File: config.mk
export PLATFORM = sky130hd
export DESIGN_NAME = sirc_top
export DESIGN_NICKNAME = d
export VERILOG_FILES = /design/src/sirc_pkg.sv /design/src/sirc_sync.sv /design/src/sirc_chan.sv /design/src/sirc_top.sv
export SDC_FILE = /design/constraint.sdc
export NUM_CORES = 1
export LEC_CHECK = 0
export ABC_AREA = 1
export ABC_CLOCK_PERIOD_IN_PS = 2400
export BUFFER_PORTS_ARGS = -buffer_cell sky130_fd_sc_hd__buf_2
export CAP_MARGIN = 15
export CELL_PAD_IN_SITES_DETAIL_PLACEMENT = 1
export CELL_PAD_IN_SITES_GLOBAL_PLACEMENT = 1
export CORE_UTILIZATION = 45
export CTS_CLUSTER_SIZE = 28
export DETAILED_ROUTE_END_ITERATION = 8
export GPL_TIMING_DRIVEN = 0
export PLACE_DENSITY_LB_ADDON = 0.08
export SLEW_MARGIN = 10
export SYNTH_ARGS = -nofsm -noshare
export SYNTH_HDL_FRONTEND = slang
export SYNTH_HIERARCHICAL = 1
export SYNTH_SLANG_ARGS = --single-unit
File: constraint.sdc
create_clock -name I_MCLK -period 2.4 [get_ports I_MCLK]
set_clock_uncertainty 0.2 [all_clocks]
set_input_delay 0.48 -clock I_MCLK [delete_from_list [all_inputs] [get_ports I_MCLK]]
set_output_delay 0.48 -clock I_MCLK [all_outputs]
set_load 0.02 [all_outputs]
File: src/sirc_pkg.sv
// Package for the serial interrupt and wait/ready control block.
// Holds register pointers, field positions, command codes, vector codes,
// reset values and the carrier structs shared by the channel and top-level modules.
package sirc_pkg;

   // Register pointer values carried in the command register
   localparam logic [2:0] PTR_CMD = 3'h0;
   localparam logic [2:0] PTR_IRQ_HS = 3'h1;
   localparam logic [2:0] PTR_VECTOR = 3'h2;
   localparam logic [2:0] PTR_RX_CTRL = 3'h3;

   // Command register fields
   localparam int CMD_PTR_LSB = 0;
   localparam int CMD_CODE_LSB = 3;
   localparam logic [2:0] CMD_RST_EXT = 3'h2;
   localparam logic [2:0] CMD_CHAN_RST = 3'h3;
   localparam logic [2:0] CMD_ARM_RX = 3'h4;
   localparam logic [2:0] CMD_RST_TX_PEND = 3'h5;
   localparam logic [2:0] CMD_ERR_RST = 3'h6;

   // Interrupt / handshake control register fields
   localparam int IH_EXT_EN = 0;
   localparam int IH_TX_EN = 1;
   localparam int IH_SAV = 2;
   localparam int IH_RXMODE_LSB = 3;
   localparam int IH_WR_ON_RX = 5;
   localparam int IH_WR_READY = 6;
   localparam int IH_WR_EN = 7;
   localparam logic [1:0] RXM_OFF = 2'h0;
   localparam logic [1:0] RXM_FIRST = 2'h1;
   localparam logic [1:0] RXM_ALL_PAR = 2'h2;

   // Receiver control register: receiver enable bit
   localparam int RC_RX_EN = 0;

   // Vector source codes; bit 3 marks channel A
   localparam logic [1:0] SRC_TX = 2'h0;
   localparam logic [1:0] SRC_EXT = 2'h1;
   localparam logic [1:0] SRC_RX = 2'h2;
   localparam logic [1:0] SRC_SP = 2'h3;
   localparam int VEC_SRC_LSB = 1;

   // Reset values
   localparam logic [7:0] RST_REG = 8'h00;
   localparam logic [2:0] RST_PTR = 3'h0;

   // Number of synchronised bus pins: strobes, selects and data
   localparam int BUS_SYNC_W = 14;

   // Channel status from the receive/transmit logic (same clock)
   typedef struct packed {
      logic dcd;
      logic cts;
      logic sync_in;
      logic brk_abort;
      logic tx_underrun;
      logic tx_full;
      logic rx_full;
      logic rx_char;
      logic parity_err;
      logic overrun;
      logic framing_err;
      logic end_of_frame;
   } sirc_stat_t;

   // Pending interrupt sources of one channel
   typedef struct packed {
      logic sp;
      logic rx;
      logic tx;
      logic ext;
   } sirc_pend_t;

   // Per-channel strobes derived from the parallel bus
   typedef struct packed {
      logic clr_ext;
      logic clr_tx;
      logic arm_rx;
      logic err_rst;
      logic data_rd;
      logic data_wr;
      logic acc_self;
      logic acc_other;
      logic acc_any;
   } sirc_strb_t;

endpackage

File: src/sirc_sync.sv
// Two-flop synchroniser for a bundle of pin inputs.
// Assumes the pins change slowly compared with the system clock.
`timescale 1ns/1ps
`default_nettype none
module sirc_sync #(
   parameter int W = 1,
   parameter logic [W-1:0] INIT = '1
) (
   input wire logic i_clk,
   input wire logic i_rst_n,
   input wire logic [W-1:0] i_d,
   output logic [W-1:0] o_q
);
   logic [W-1:0] meta;

   // First stage feeds only the second stage
   always_ff @(posedge i_clk) begin
      if (!i_rst_n) begin
         meta <= INIT;
         o_q <= INIT;
      end else begin
         meta <= i_d;
         o_q <= meta;
      end
   end
endmodule
`default_nettype wire

File: src/sirc_chan.sv
// One channel: interrupt pending latches and the wait/ready handshake.
// Assumes status inputs are on the system clock and bus strobes are
// already synchronised and reduced to one-cycle pulses or levels.
`timescale 1ns/1ps
`default_nettype none
module sirc_chan
   import sirc_pkg::*;
(
   input wire logic i_clk,
   input wire logic i_rst_n,
   input wire logic [7:0] i_ih,
   input wire logic i_rx_en,
   input wire sirc_stat_t i_stat,
   input wire sirc_strb_t i_strb,
   output sirc_pend_t o_pend,
   output logic o_wrdy_o,
   output logic o_wrdy_oe
);
   sirc_stat_t stat_q;
   logic rx_armed;
   wire logic [1:0] rxm = i_ih[IH_RXMODE_LSB +: 2];
   wire logic rx_on = (rxm != RXM_OFF) && i_rx_en;
   wire logic ext_chg = (i_stat.dcd ^ stat_q.dcd) | (i_stat.cts ^ stat_q.cts)
      | (i_stat.sync_in ^ stat_q.sync_in)
      | (i_stat.brk_abort ^ stat_q.brk_abort)
      | (i_stat.tx_underrun & ~stat_q.tx_underrun);
   wire logic set_ext = i_ih[IH_EXT_EN] & ext_chg;
   wire logic set_tx = i_ih[IH_TX_EN] & stat_q.tx_full
      & ~i_stat.tx_full;
   wire logic sp_cond = i_stat.overrun | i_stat.framing_err
      | i_stat.end_of_frame
      | (i_stat.parity_err & (rxm == RXM_ALL_PAR));
   wire logic set_sp = rx_on & i_stat.rx_char & sp_cond;
   wire logic set_rx = rx_on & i_stat.rx_char & ~sp_cond
      & ((rxm != RXM_FIRST) | rx_armed);
   // Handshake direction: one buffer only, chosen by a single bit
   wire logic on_rx = i_ih[IH_WR_ON_RX];
   // Ready is active when a byte can move: rx full or tx empty
   wire logic buf_go = on_rx ? i_stat.rx_full : ~i_stat.tx_full;
   wire logic rdy_act = i_ih[IH_WR_EN] & buf_go & ~i_strb.acc_any;
   // Wait fires on a data access that would block, or an access elsewhere
   wire logic self_blk = i_strb.acc_self
      & (on_rx ? ~i_stat.rx_full : i_stat.tx_full);
   wire logic wait_act = i_ih[IH_WR_EN] & ~i_ih[IH_WR_READY]
      & (self_blk | i_strb.acc_other);
   // Disabled ready form still drives high; disabled wait form floats
   wire logic ready_mode = i_ih[IH_WR_READY];

   // Pending latches; a set in the same cycle as its clear wins
   always_ff @(posedge i_clk) begin
      if (!i_rst_n) begin
         o_pend <= '0;
         stat_q <= '0;
         rx_armed <= 1'b1;
      end else begin
         stat_q <= i_stat;
         o_pend.ext <= set_ext | (o_pend.ext & ~i_strb.clr_ext);
         o_pend.tx <= set_tx
            | (o_pend.tx & ~i_strb.clr_tx & ~i_strb.data_wr);
         o_pend.rx <= set_rx | (o_pend.rx & ~i_strb.data_rd);
         o_pend.sp <= set_sp | (o_pend.sp & ~i_strb.err_rst);
         rx_armed <= i_strb.arm_rx
            | (rx_armed & ~(set_rx & (rxm == RXM_FIRST)));
      end
   end

   // Pin stage: ready drives both levels, wait only pulls low
   always_ff @(posedge i_clk) begin
      if (!i_rst_n) begin
         o_wrdy_o <= 1'b1;
         o_wrdy_oe <= 1'b0;
      end else begin
         o_wrdy_o <= ready_mode ? ~rdy_act : 1'b0;
         o_wrdy_oe <= ready_mode | wait_act;
      end
   end
endmodule
`default_nettype wire

File: src/sirc_top.sv
// Interrupt and wait/ready control for a dual-channel serial controller.
// Assumes an asynchronous parallel bus whose strobes stay stable for
// several system clocks, and status from the channel logic on I_MCLK.
//
// Operation
// - External/status enable: line, break and underrun changes interrupt.
// - Transmit enable: interrupt each time the transmit buffer empties.
// - Status-affects-vector only counts from channel B's control register.
// - Status-affects-vector clear: acknowledge returns the written vector.
// - With it, vector bits 3..1 give source; channel A adds four.
// - Parity, overrun, framing, end-of-frame: special receive conditions.
// - Receive mode picks none, first char, all with or without parity.
// - Nonzero receive mode: special conditions interrupt with own code.
// - Handshake works only when enabled; else ready high, wait floating.
// - Function bit picks wait at 0 and ready at 1.
// - Wait is open drain: floats inactive, pulls low active.
// - Ready goes from high to low when a byte can move.
// - Direction bit: 1 follows receive buffer, 0 transmit buffer.
// - Handshake serves one direction at a time only.
// - Transmit: ready low on empty; wait low on full when addressed.
// - Receive: ready low on full; wait low on empty when addressed.
// - Ready may fire unselected and drops on any selected bus access.
// - Wait fires on reading absent data or writing a full buffer.
// - A channel's wait also fires when the other channel is addressed.
// - Vector register lives in channel B; bits 3..1 altered only by mode.
// - Command pointer picks next register, then returns to command.
`timescale 1ns/1ps
`default_nettype none
module sirc_top
   import sirc_pkg::*;
(
   input wire logic I_MCLK,
   input wire logic I_RSTN,
   input wire logic I_IO_REQUEST_N,
   input wire logic I_CS_N,
   input wire logic I_RD_N,
   input wire logic I_M1_N,
   input wire logic I_CHAN_B,
   input wire logic I_CTRL,
   input wire logic [7:0] I_D,
   input wire sirc_stat_t I_STAT_A,
   input wire sirc_stat_t I_STAT_B,
   output logic [7:0] O_D,
   output logic O_D_OE,
   output logic O_INT_N,
   output logic O_WRDY_A_O,
   output logic O_WRDY_A_OE,
   output logic O_WRDY_B_O,
   output logic O_WRDY_B_OE
);
   logic [BUS_SYNC_W-1:0] pins_s;
   logic [2:0] ptr [2];
   logic [7:0] ih [2];
   logic [7:0] rxc [2];
   logic [7:0] vec;
   logic acc_q;
   logic [1:0] chan_rst;
   sirc_pend_t pend [2];
   sirc_strb_t strb [2];
   logic [1:0] wrdy_o;
   logic [1:0] wrdy_oe;

   // Bus pins come from another timing domain, so they pass two flops
   sirc_sync #(.W(BUS_SYNC_W), .INIT(14'h3f00)) u_sync (
      .i_clk(I_MCLK),
      .i_rst_n(I_RSTN),
      .i_d({I_IO_REQUEST_N, I_CS_N, I_RD_N, I_M1_N, I_CHAN_B, I_CTRL,
            I_D}),
      .o_q(pins_s)
   );

   // Decoded bus signals; index 1 is channel B, index 0 channel A
   wire logic io_request_n_n_s = pins_s[13];
   wire logic cs_n_s = pins_s[12];
   wire logic rd_n_s = pins_s[11];
   wire logic m1_n_s = pins_s[10];
   wire logic chb_s = pins_s[9];
   wire logic ctrl_s = pins_s[8];
   wire logic [7:0] d_s = pins_s[7:0];
   wire logic acc = ~io_request_n_n_s & ~cs_n_s & m1_n_s;
   wire logic acc_start = acc & ~acc_q;
   wire logic int_ack = ~io_request_n_n_s & ~m1_n_s;
   wire logic wr_start = acc_start & rd_n_s;
   wire logic rd_start = acc_start & ~rd_n_s;
   wire logic [2:0] cmd_code = d_s[CMD_CODE_LSB +: 3];

   // Vector source: channel A outranks B; special, receive, transmit, ext
   wire logic sel_a = |pend[0];
   wire sirc_pend_t pv = sel_a ? pend[0] : pend[1];
   wire logic [1:0] src = pv.sp ? SRC_SP : pv.rx ? SRC_RX
      : pv.tx ? SRC_TX : SRC_EXT;
   wire logic sav = ih[1][IH_SAV];
   wire logic [7:0] vec_out = sav
      ? {vec[7:4], sel_a, src, vec[0]} : vec;
   wire logic any_pend = |pend[0] | |pend[1];

   // Access edge detector on the synchronised strobes
   always_ff @(posedge I_MCLK) begin
      if (!I_RSTN) begin
         acc_q <= 1'b0;
      end else begin
         acc_q <= acc;
      end
   end

   // Per-channel register file, pointer and command strobes
   genvar ch;
   generate
      for (ch = 0; ch < 2; ch++) begin : g_ch
         wire logic me = (chb_s == 1'(ch));
         wire logic ctl_wr = wr_start & ctrl_s & me;
         wire logic ctl_rd = rd_start & ctrl_s & me;
         wire logic to_cmd = ctl_wr & (ptr[ch] == PTR_CMD);
         wire logic cmd_hit = to_cmd & ~chan_rst[ch];
         wire logic rst_n = I_RSTN & ~chan_rst[ch];

         // Pointer goes back to the command register after any other access
         always_ff @(posedge I_MCLK) begin
            if (!rst_n) begin
               ptr[ch] <= RST_PTR;
               ih[ch] <= RST_REG;
               rxc[ch] <= RST_REG;
            end else if (to_cmd) begin
               ptr[ch] <= d_s[CMD_PTR_LSB +: 3];
            end else if (ctl_wr | ctl_rd) begin
               ptr[ch] <= PTR_CMD;
               if (ctl_wr && ptr[ch] == PTR_IRQ_HS) begin
                  ih[ch] <= d_s;
               end
               if (ctl_wr && ptr[ch] == PTR_RX_CTRL) begin
                  rxc[ch] <= d_s;
               end
            end
         end

         // Channel reset is held one cycle so the channel clears fully
         always_ff @(posedge I_MCLK) begin
            if (!I_RSTN) begin
               chan_rst[ch] <= 1'b0;
            end else begin
               chan_rst[ch] <= to_cmd & (cmd_code == CMD_CHAN_RST)
                  & ~chan_rst[ch];
            end
         end

         assign strb[ch].clr_ext = cmd_hit & (cmd_code == CMD_RST_EXT);
         assign strb[ch].clr_tx = cmd_hit & (cmd_code == CMD_RST_TX_PEND);
         assign strb[ch].arm_rx = cmd_hit & (cmd_code == CMD_ARM_RX);
         assign strb[ch].err_rst = cmd_hit & (cmd_code == CMD_ERR_RST);
         assign strb[ch].data_rd = rd_start & ~ctrl_s & me;
         assign strb[ch].data_wr = wr_start & ~ctrl_s & me;
         // Rx handshake blocks on reads, tx handshake on writes
         assign strb[ch].acc_self = acc & ~ctrl_s & me
            & (ih[ch][IH_WR_ON_RX] ? ~rd_n_s : rd_n_s);
         assign strb[ch].acc_other = acc & ~me;
         assign strb[ch].acc_any = acc;

         sirc_chan u_chan (
            .i_clk(I_MCLK),
            .i_rst_n(rst_n),
            .i_ih(ih[ch]),
            .i_rx_en(rxc[ch][RC_RX_EN]),
            .i_stat(ch == 0 ? I_STAT_A : I_STAT_B),
            .i_strb(strb[ch]),
            .o_pend(pend[ch]),
            .o_wrdy_o(wrdy_o[ch]),
            .o_wrdy_oe(wrdy_oe[ch])
         );
      end
   endgenerate

   // Vector register exists in channel B only
   always_ff @(posedge I_MCLK) begin
      if (!I_RSTN) begin
         vec <= RST_REG;
      end else if (wr_start && ctrl_s && chb_s && ptr[1] == PTR_VECTOR
                   && !chan_rst[1]) begin
         vec <= d_s;
      end
   end

   // Output stage; the data bus is driven only during acknowledge
   always_ff @(posedge I_MCLK) begin
      if (!I_RSTN) begin
         O_D <= RST_REG;
         O_D_OE <= 1'b0;
         O_INT_N <= 1'b1;
      end else begin
         O_D <= vec_out;
         O_D_OE <= int_ack;
         O_INT_N <= ~any_pend;
      end
   end

   assign O_WRDY_A_O = wrdy_o[0];
   assign O_WRDY_A_OE = wrdy_oe[0];
   assign O_WRDY_B_O = wrdy_o[1];
   assign O_WRDY_B_OE = wrdy_oe[1];
endmodule
`default_nettype wire

==> impl_metrics.py, run 1 <==
metrics = {
    "logic_synthesis": {
        "synth_nets": 532,
        "yosys_warnings": 6,
        "syn_avg_cell_area_um2": 8.057,
        "synth_area_um2": 3964,
        "syn_inst": 492,
    },
    "floorplanning": {
        "start_util_pct": 47.29,
        "dieWidth_um": 95.86,
        "fp-row-count": 33,
        "num_io_pins": 54,
        "core_area_um2": 8382,
        "die-area_um2": 9188,
        "die_h_um": 95.86,
    },
    "worst_setup_path": {
        "worstPathArrival_ps": 1730,
        "crit_path_end_kind": "flip-flop",
        "max_stage_delay_ps": 400,
        "cp_data_required_time_ps": 2220,
        "path_cells": "nor2_2 -> nand2_1 -> inv_1 -> nand3_1 -> o21ai_0",
        "slowest_stage": "o21ai_0",
        "crit_type": "reg -> reg",
        "startpoint_type": "flip-flop",
        "crit_fanout": 6,
    },
    "detailed_routing": {
        "num_vias": 3181,
        "dr.pass1.iters": 4,
        "wl_per_cell_um": 13.19,
        "drt_iter0_drc": 107,
        "ant_nets": 0,
        "drc": 0,
        "viasPerCell": 4.783,
        "wirelength_um": 8773,
    },
    "clock_tree": {
        "numCtsBuffers": 9,
        "cts_tree": "built",
        "htreeDepth": 3,
        "cts-resized-gates": 0,
        "cts_sinks": 98,
        "clock_path_buffers": 2,
        "root_buffer": "clkbuf_8",
        "post-cts-setup-buffers": 0,
        "holdBufCountCts": 0,
        "clk_pin_slew_ps": 90,
        "insertion_delay_ps": 360,
    },
    "timing": {
        "max_freq_ghz": 0.5226,
        "rsz0062_at_grt": "no",
        "final_hold_viol_count": 0,
        "relSlewSlack_pct": 65.89,
        "worst_pin_slew_ps": 511.7,
        "drv_slew": 0,
        "min_period_over_period_pct": 79.72,
        "setup_viol": 0,
        "tns_ps": 0,
        "layout_min_cycle_time_ps": 1913,
    },
    "layout": {
        "final_area_um2": 4596,
        "drive_gt1_share_pct": 17.32,
        "final_nets": 595,
        "seq_area_um2": 2192,
        "multiInputGateArea_um2": 1291,
        "fillerInstances": 1048,
        "area_growth_pct": 15.94,
        "n_antenna_cell": 0,
    },
    "global_routing": {
        "grt_overflow": 0,
        "grt_max_degree": 17,
        "grt_pass1_wl_um": 14090,
        "gr-usage-all-layers_pct": 20.86,
        "grt_pass1_vias": 3101,
        "antenna_found_initial": 0,
    },
    "pwr": {
        "ir_worst_vdd_uv": 358.5,
        "power_density_nw_per_um2": 695.2,
        "p_leak_nw": 2.239,
    },
    "placed_design": {
        "globalplace.congestion": 0.8222,
        "hpwl_um": 6762,
        "dpl_cell_area_um2": 4355,
        "port_buffers": 52,
    },
    "run_status": {
        "outcome": "completed",
    },
    "worst_hold_path": {
        "hp-class": "in -> reg",
    },
    "job": {
        "drv_cap": 0,
    },
}
==> power by group <==
| group | switching, W | total [W] | leakage [nW] | internal [W] |
|---|---|---|---|---|
| Sequential | 0.0000296 | 0.00177 | 0.855 | 0.00174 |
| Clock | 0.000566 | 0.00121 | 0.123 | 0.000641 |
| Combinational | 0.000135 | 0.000216 | 1.26 | 0.0000815 |
| Total | 0.000730 | 0.00319 | 2.24 | 0.00246 |
==> metrics by stage <==
stage / power (W) / setup WS (ps) / std cells / util (%) / hold slack, ps
after floorplan: 0.001939 / 743.9 / 492 / - / 179.5
after global placement: 0.002015 / 399.9 / 649 / 51.96 / 184.9
after detailed placement: 0.002029 / 395.7 / 649 / 51.96 / 191.7
after CTS: 0.003225 / 478.4 / 665 / 54.83 / 70.91
after global routing: 0.003318 / 332.7 / 665 / 54.83 / 79.18
final: 0.003195 / 486.7 / 665 / 54.83 / 83.77
==> registers in the layout, summed over array words and instances (netlist names) <==
signal and flops:
g_ch.u_chan/o_wrdy_oe 2, chan_rst 2, g_ch.u_chan/o_wrdy_o 2, vec 8, u_sync/o_q 14, acc_q 1
g_ch.u_chan/rx_armed 2, O_INT_N 1, g_ch.u_chan/o_pend 8, O_D 8, u_sync/meta 14, g_ch.u_chan/stat_q 12
rxc 2, ih 15, O_D_OE 1, ptr 6
==> layout by cell type, fill, tap and decap left out, types with 2 or more instances in the layout <==
cell type	count
o31ai_1	2
buf_4	2
a21oi_1	10
o211ai_1	2
dfxtp_1	75
buf_2	55
buf_6	2
nor2_2	6
nand4_1	12
xnor2_1	4
clkbuf_8	10
nor4_1	4
nand3_1	15
edfxtp_1	23
clkbuf_16	2
a21oi_2	4
nand3b_1	3
nand3_2	2
inv_1	105
o21ai_0	7
nor2_1	69
o21ai_1	2
inv_2	3
or3b_1	2
nand2_1	120
nor3_1	4
==> critical path: cells and delay by family, from the launching register on <==
kind / cells / cell delay, ps
flip-flops: 1 / 310
AO/OA/AOI/OAI: 1 / 400
AND/OR/NAND/NOR: 3 / 460
buffers and inverters: 1 / 190
==> layer usage <==
metal,up-vias,wire (um),track usage [%],share of wire (%)
met1,1499,3965,25.29,45
met5,-,0,0,0
met3,11,204,3.318,2.3
li1,1619,-,-,-
met2,52,4466,36.90,51
met4,0,137,8.333,1.6
==> final timing paths <==
| check | slack, ps | startpoint | cells past startpoint | end |
|---|---|---|---|---|
| max | 490 | u_sync/o_q[12] | 5 | ptr[1][1] |
| min | 80 | I_RD_N | 3 | u_sync/meta[11] |
| max reg2reg | 490 | u_sync/o_q[12] | 5 | ptr[1][1] |
| min reg2reg | 210 | u_sync/meta[13] | 2 | u_sync/o_q[13] |
==> cell type report <==
cell class / instances / area share [%]
Clock inverter: 4 / 1.143
Clock buffer: 12 / 4.084
Timing Repair Buffer: 52 / 5.663
Multi-Input combinational cell: 276 / 28.10
Buffer: 10 / 1.634
Tap cell: 105 / 2.859
Inverter: 108 / 8.821
Sequential cell: 98 / 47.70
Power figures use the tool's default switching activity.
==> run 2, diff against run 1 <==
- ABC_AREA: 1 -> 0
- ABC_CLOCK_PERIOD_IN_PS: 2400 -> 1900
- CORE_UTILIZATION: 45 -> 44
- clock period: 2.4 -> 1.9 ns (I/O delays scaled with it)
==> run 2 against run 1 <==
Net effect: sequential power is 28% higher; critical path type unchanged; the flow now finishes with violations (setup timing); flip-flop and latch count unchanged; highest routed layer unchanged; final cell count fell by 14%.
==> impl_metrics.py, run 2 <==
metrics = {
    "floorplanning": {
        "num_io_pins": 54,
        "core_area_um2": 8299,
        "dieWidth_um": 95.30,
        "start_util_pct": 46.15,
        "fp-row-count": 33,
        "die-area_um2": 9081,
        "die_h_um": 95.30,
    },
    "clock_tree": {
        "cts_tree": "built",
        "numCtsBuffers": 9,
        "clock_path_buffers": 2,
        "htreeDepth": 3,
        "clk_pin_slew_ps": 90,
        "insertion_delay_ps": 360,
        "root_buffer": "clkbuf_8",
        "cts_sinks": 98,
    },
    "run_status": {
        "violations": "setup timing",
        "outcome": "complete, but fails checks",
    },
    "logic_synthesis": {
        "yosys_warnings": 6,
        "syn_inst": 363,
        "synth_area_um2": 3830,
        "syn_avg_cell_area_um2": 10.55,
        "synth_nets": 403,
    },
    "global_routing": {
        "use_met2_pct": 38.69,
        "top_usage_layer": "met2",
        "grt_pass1_wl_um": 14280,
        "antenna_found_initial": 0,
        "grt_max_degree": 18,
        "met3_usage_pct": 3.429,
        "grt_pass1_vias": 2961,
        "gr-usage-all-layers_pct": 21.17,
        "grt_overflow": 0,
        "use_met1_pct": 24.89,
    },
    "pwr": {
        "p_leak_nw": 2.057,
        "power_density_nw_per_um2": 805.8,
        "ir_worst_vdd_uv": 479.7,
        "fin_total_pwr_w": 0.004058,
    },
    "worst_setup_path": {
        "crit_path_end_kind": "flip-flop",
        "slowest_stage": "or4b_4",
        "startpoint_type": "flip-flop",
        "reg2reg_to": "g_ch[0].u_chan/o_pend[0]",
        "path_cells": "or4b_4 -> or4b_4 -> nor4_4 -> nor2b_2 -> a21oi_2 -> a31oi_1",
        "path_common_cell": "or4b_4",
        "cp_data_required_time_ps": 1930,
        "cp-endpoint": "g_ch[0].u_chan/o_pend[0]",
        "worstPathArrival_ps": 2290,
        "crit_fanout": 2,
        "max_stage_delay_ps": 560,
        "reg2reg_depth": 6,
        "rrSetupSlack_ps": -360,
        "crit_type": "reg -> reg",
        "regToRegStartpoint": "u_sync/o_q[12]",
        "crit_start": "u_sync/o_q[12]",
    },
    "job": {
        "drv_cap": 0,
    },
    "detailed_routing": {
        "wirelength_um": 10600,
        "num_vias": 3016,
        "wl_per_cell_um": 18.63,
        "drt_iter0_drc": 148,
        "drc": 0,
        "dr.pass1.iters": 4,
        "ant_nets": 0,
        "viasPerCell": 5.301,
    },
    "timing": {
        "max_freq_ghz": 0.4424,
        "setup_viol": 57,
        "final_hold_viol_count": 0,
        "drv_slew": 0,
        "fin_ws_ps": -360.5,
        "worst_pin_slew_ps": 541.4,
        "relSlewSlack_pct": 63.91,
        "rsz0062_at_grt": "yes",
        "layout_min_cycle_time_ps": 2260,
        "min_period_over_period_pct": 119.0,
    },
    "layout": {
        "area_growth_pct": 31.49,
        "n_antenna_cell": 0,
        "largest_reg_flops": 15,
        "final_common_cell": "dfxtp_1",
        "final_area_um2": 5036,
        "largest_register": "ih",
        "fin_util_pct": 60.68,
        "final_nets": 499,
        "reg_top3": "ih x15, u_sync/meta x14, u_sync/o_q x14",
        "final_cell_mix": "dfxtp_1 (68), buf_2 (53), nand2_1 (32)",
        "drive_gt1_share_pct": 34.27,
    },
    "placed_design": {
        "dpl_cell_area_um2": 4277,
        "dp_slack_ps": -536.4,
        "port_buffers": 53,
        "globalplace.congestion": 0.8104,
        "hpwl_um": 6022,
    },
    "worst_hold_path": {
        "hp-class": "in -> reg",
    },
}
[run 2: where the power goes]
group,switching (W),total (W),internal [W],leakage [nW]
clock,0.000726,0.00147,0.000748,0.111
combinational,0.000174,0.000328,0.000154,1.09
sequential,0.0000555,0.00226,0.00220,0.854
[run 2: worst min path at each step]
stage                                from  cells past startpoint             end
after global routing               I_D[3]                      2  u_sync/meta[3]
after floorplan           u_sync/meta[11]                      1  u_sync/o_q[11]
after detailed placement  u_sync/meta[12]                      1  u_sync/o_q[12]
final                              I_D[3]                      2  u_sync/meta[3]
after CTS                          I_D[3]                      2  u_sync/meta[3]
after global placement    u_sync/meta[13]                      1  u_sync/o_q[13]
[run 2: critical path: cells and delay by family, from the launching register on]
kind / cells / cell delay (ps)
compound gates: 2 / 230
simple gates: 4 / 1360
flops: 1 / 340
[run 2: through the flow]
step,hold WS [ps],instances,TNS (ps)
after global routing,18.50,569,-11050
after detailed placement,193.4,521,-21730
final,20.81,569,-8783
after global placement,190.7,521,-20010
after CTS,17.49,554,-6964
after floorplan,184.6,363,-1389
[run 2: layout make-up]
| type | instances | area (um^2) |
|---|---|---|
| buffer | 9 | 48.80 |
| tap | 105 | 131.4 |
| inverter | 24 | 96.34 |
| clock inverter | 6 | 87.58 |
| clock buffer | 10 | 127.6 |
| sequential | 98 | 2203 |
| timing repair buffer | 87 | 581.8 |
| multi-input combinational | 230 | 1759 |
| fill | 892 | 3263 |
[run 2: metal layers]
layer | part of all wire [%] | up-vias | wire, um
met3 | 3.2 | 32 | 338
met2 | 52 | 75 | 5552
met1 | 40 | 1473 | 4280
met5 | 0 | - | 0
li1 | - | 1436 | -
met4 | 4.0 | 0 | 426
[run 2: repair_timing]
action                                  CTS  global route
gates cloned                              0             1
pin swaps                                12            22
endpoints found under the setup margin   64            66
endpoints found under the hold margin     6             0
hold buffers                              6             0
buffers inserted                         12            17
resized for setup                        31            45
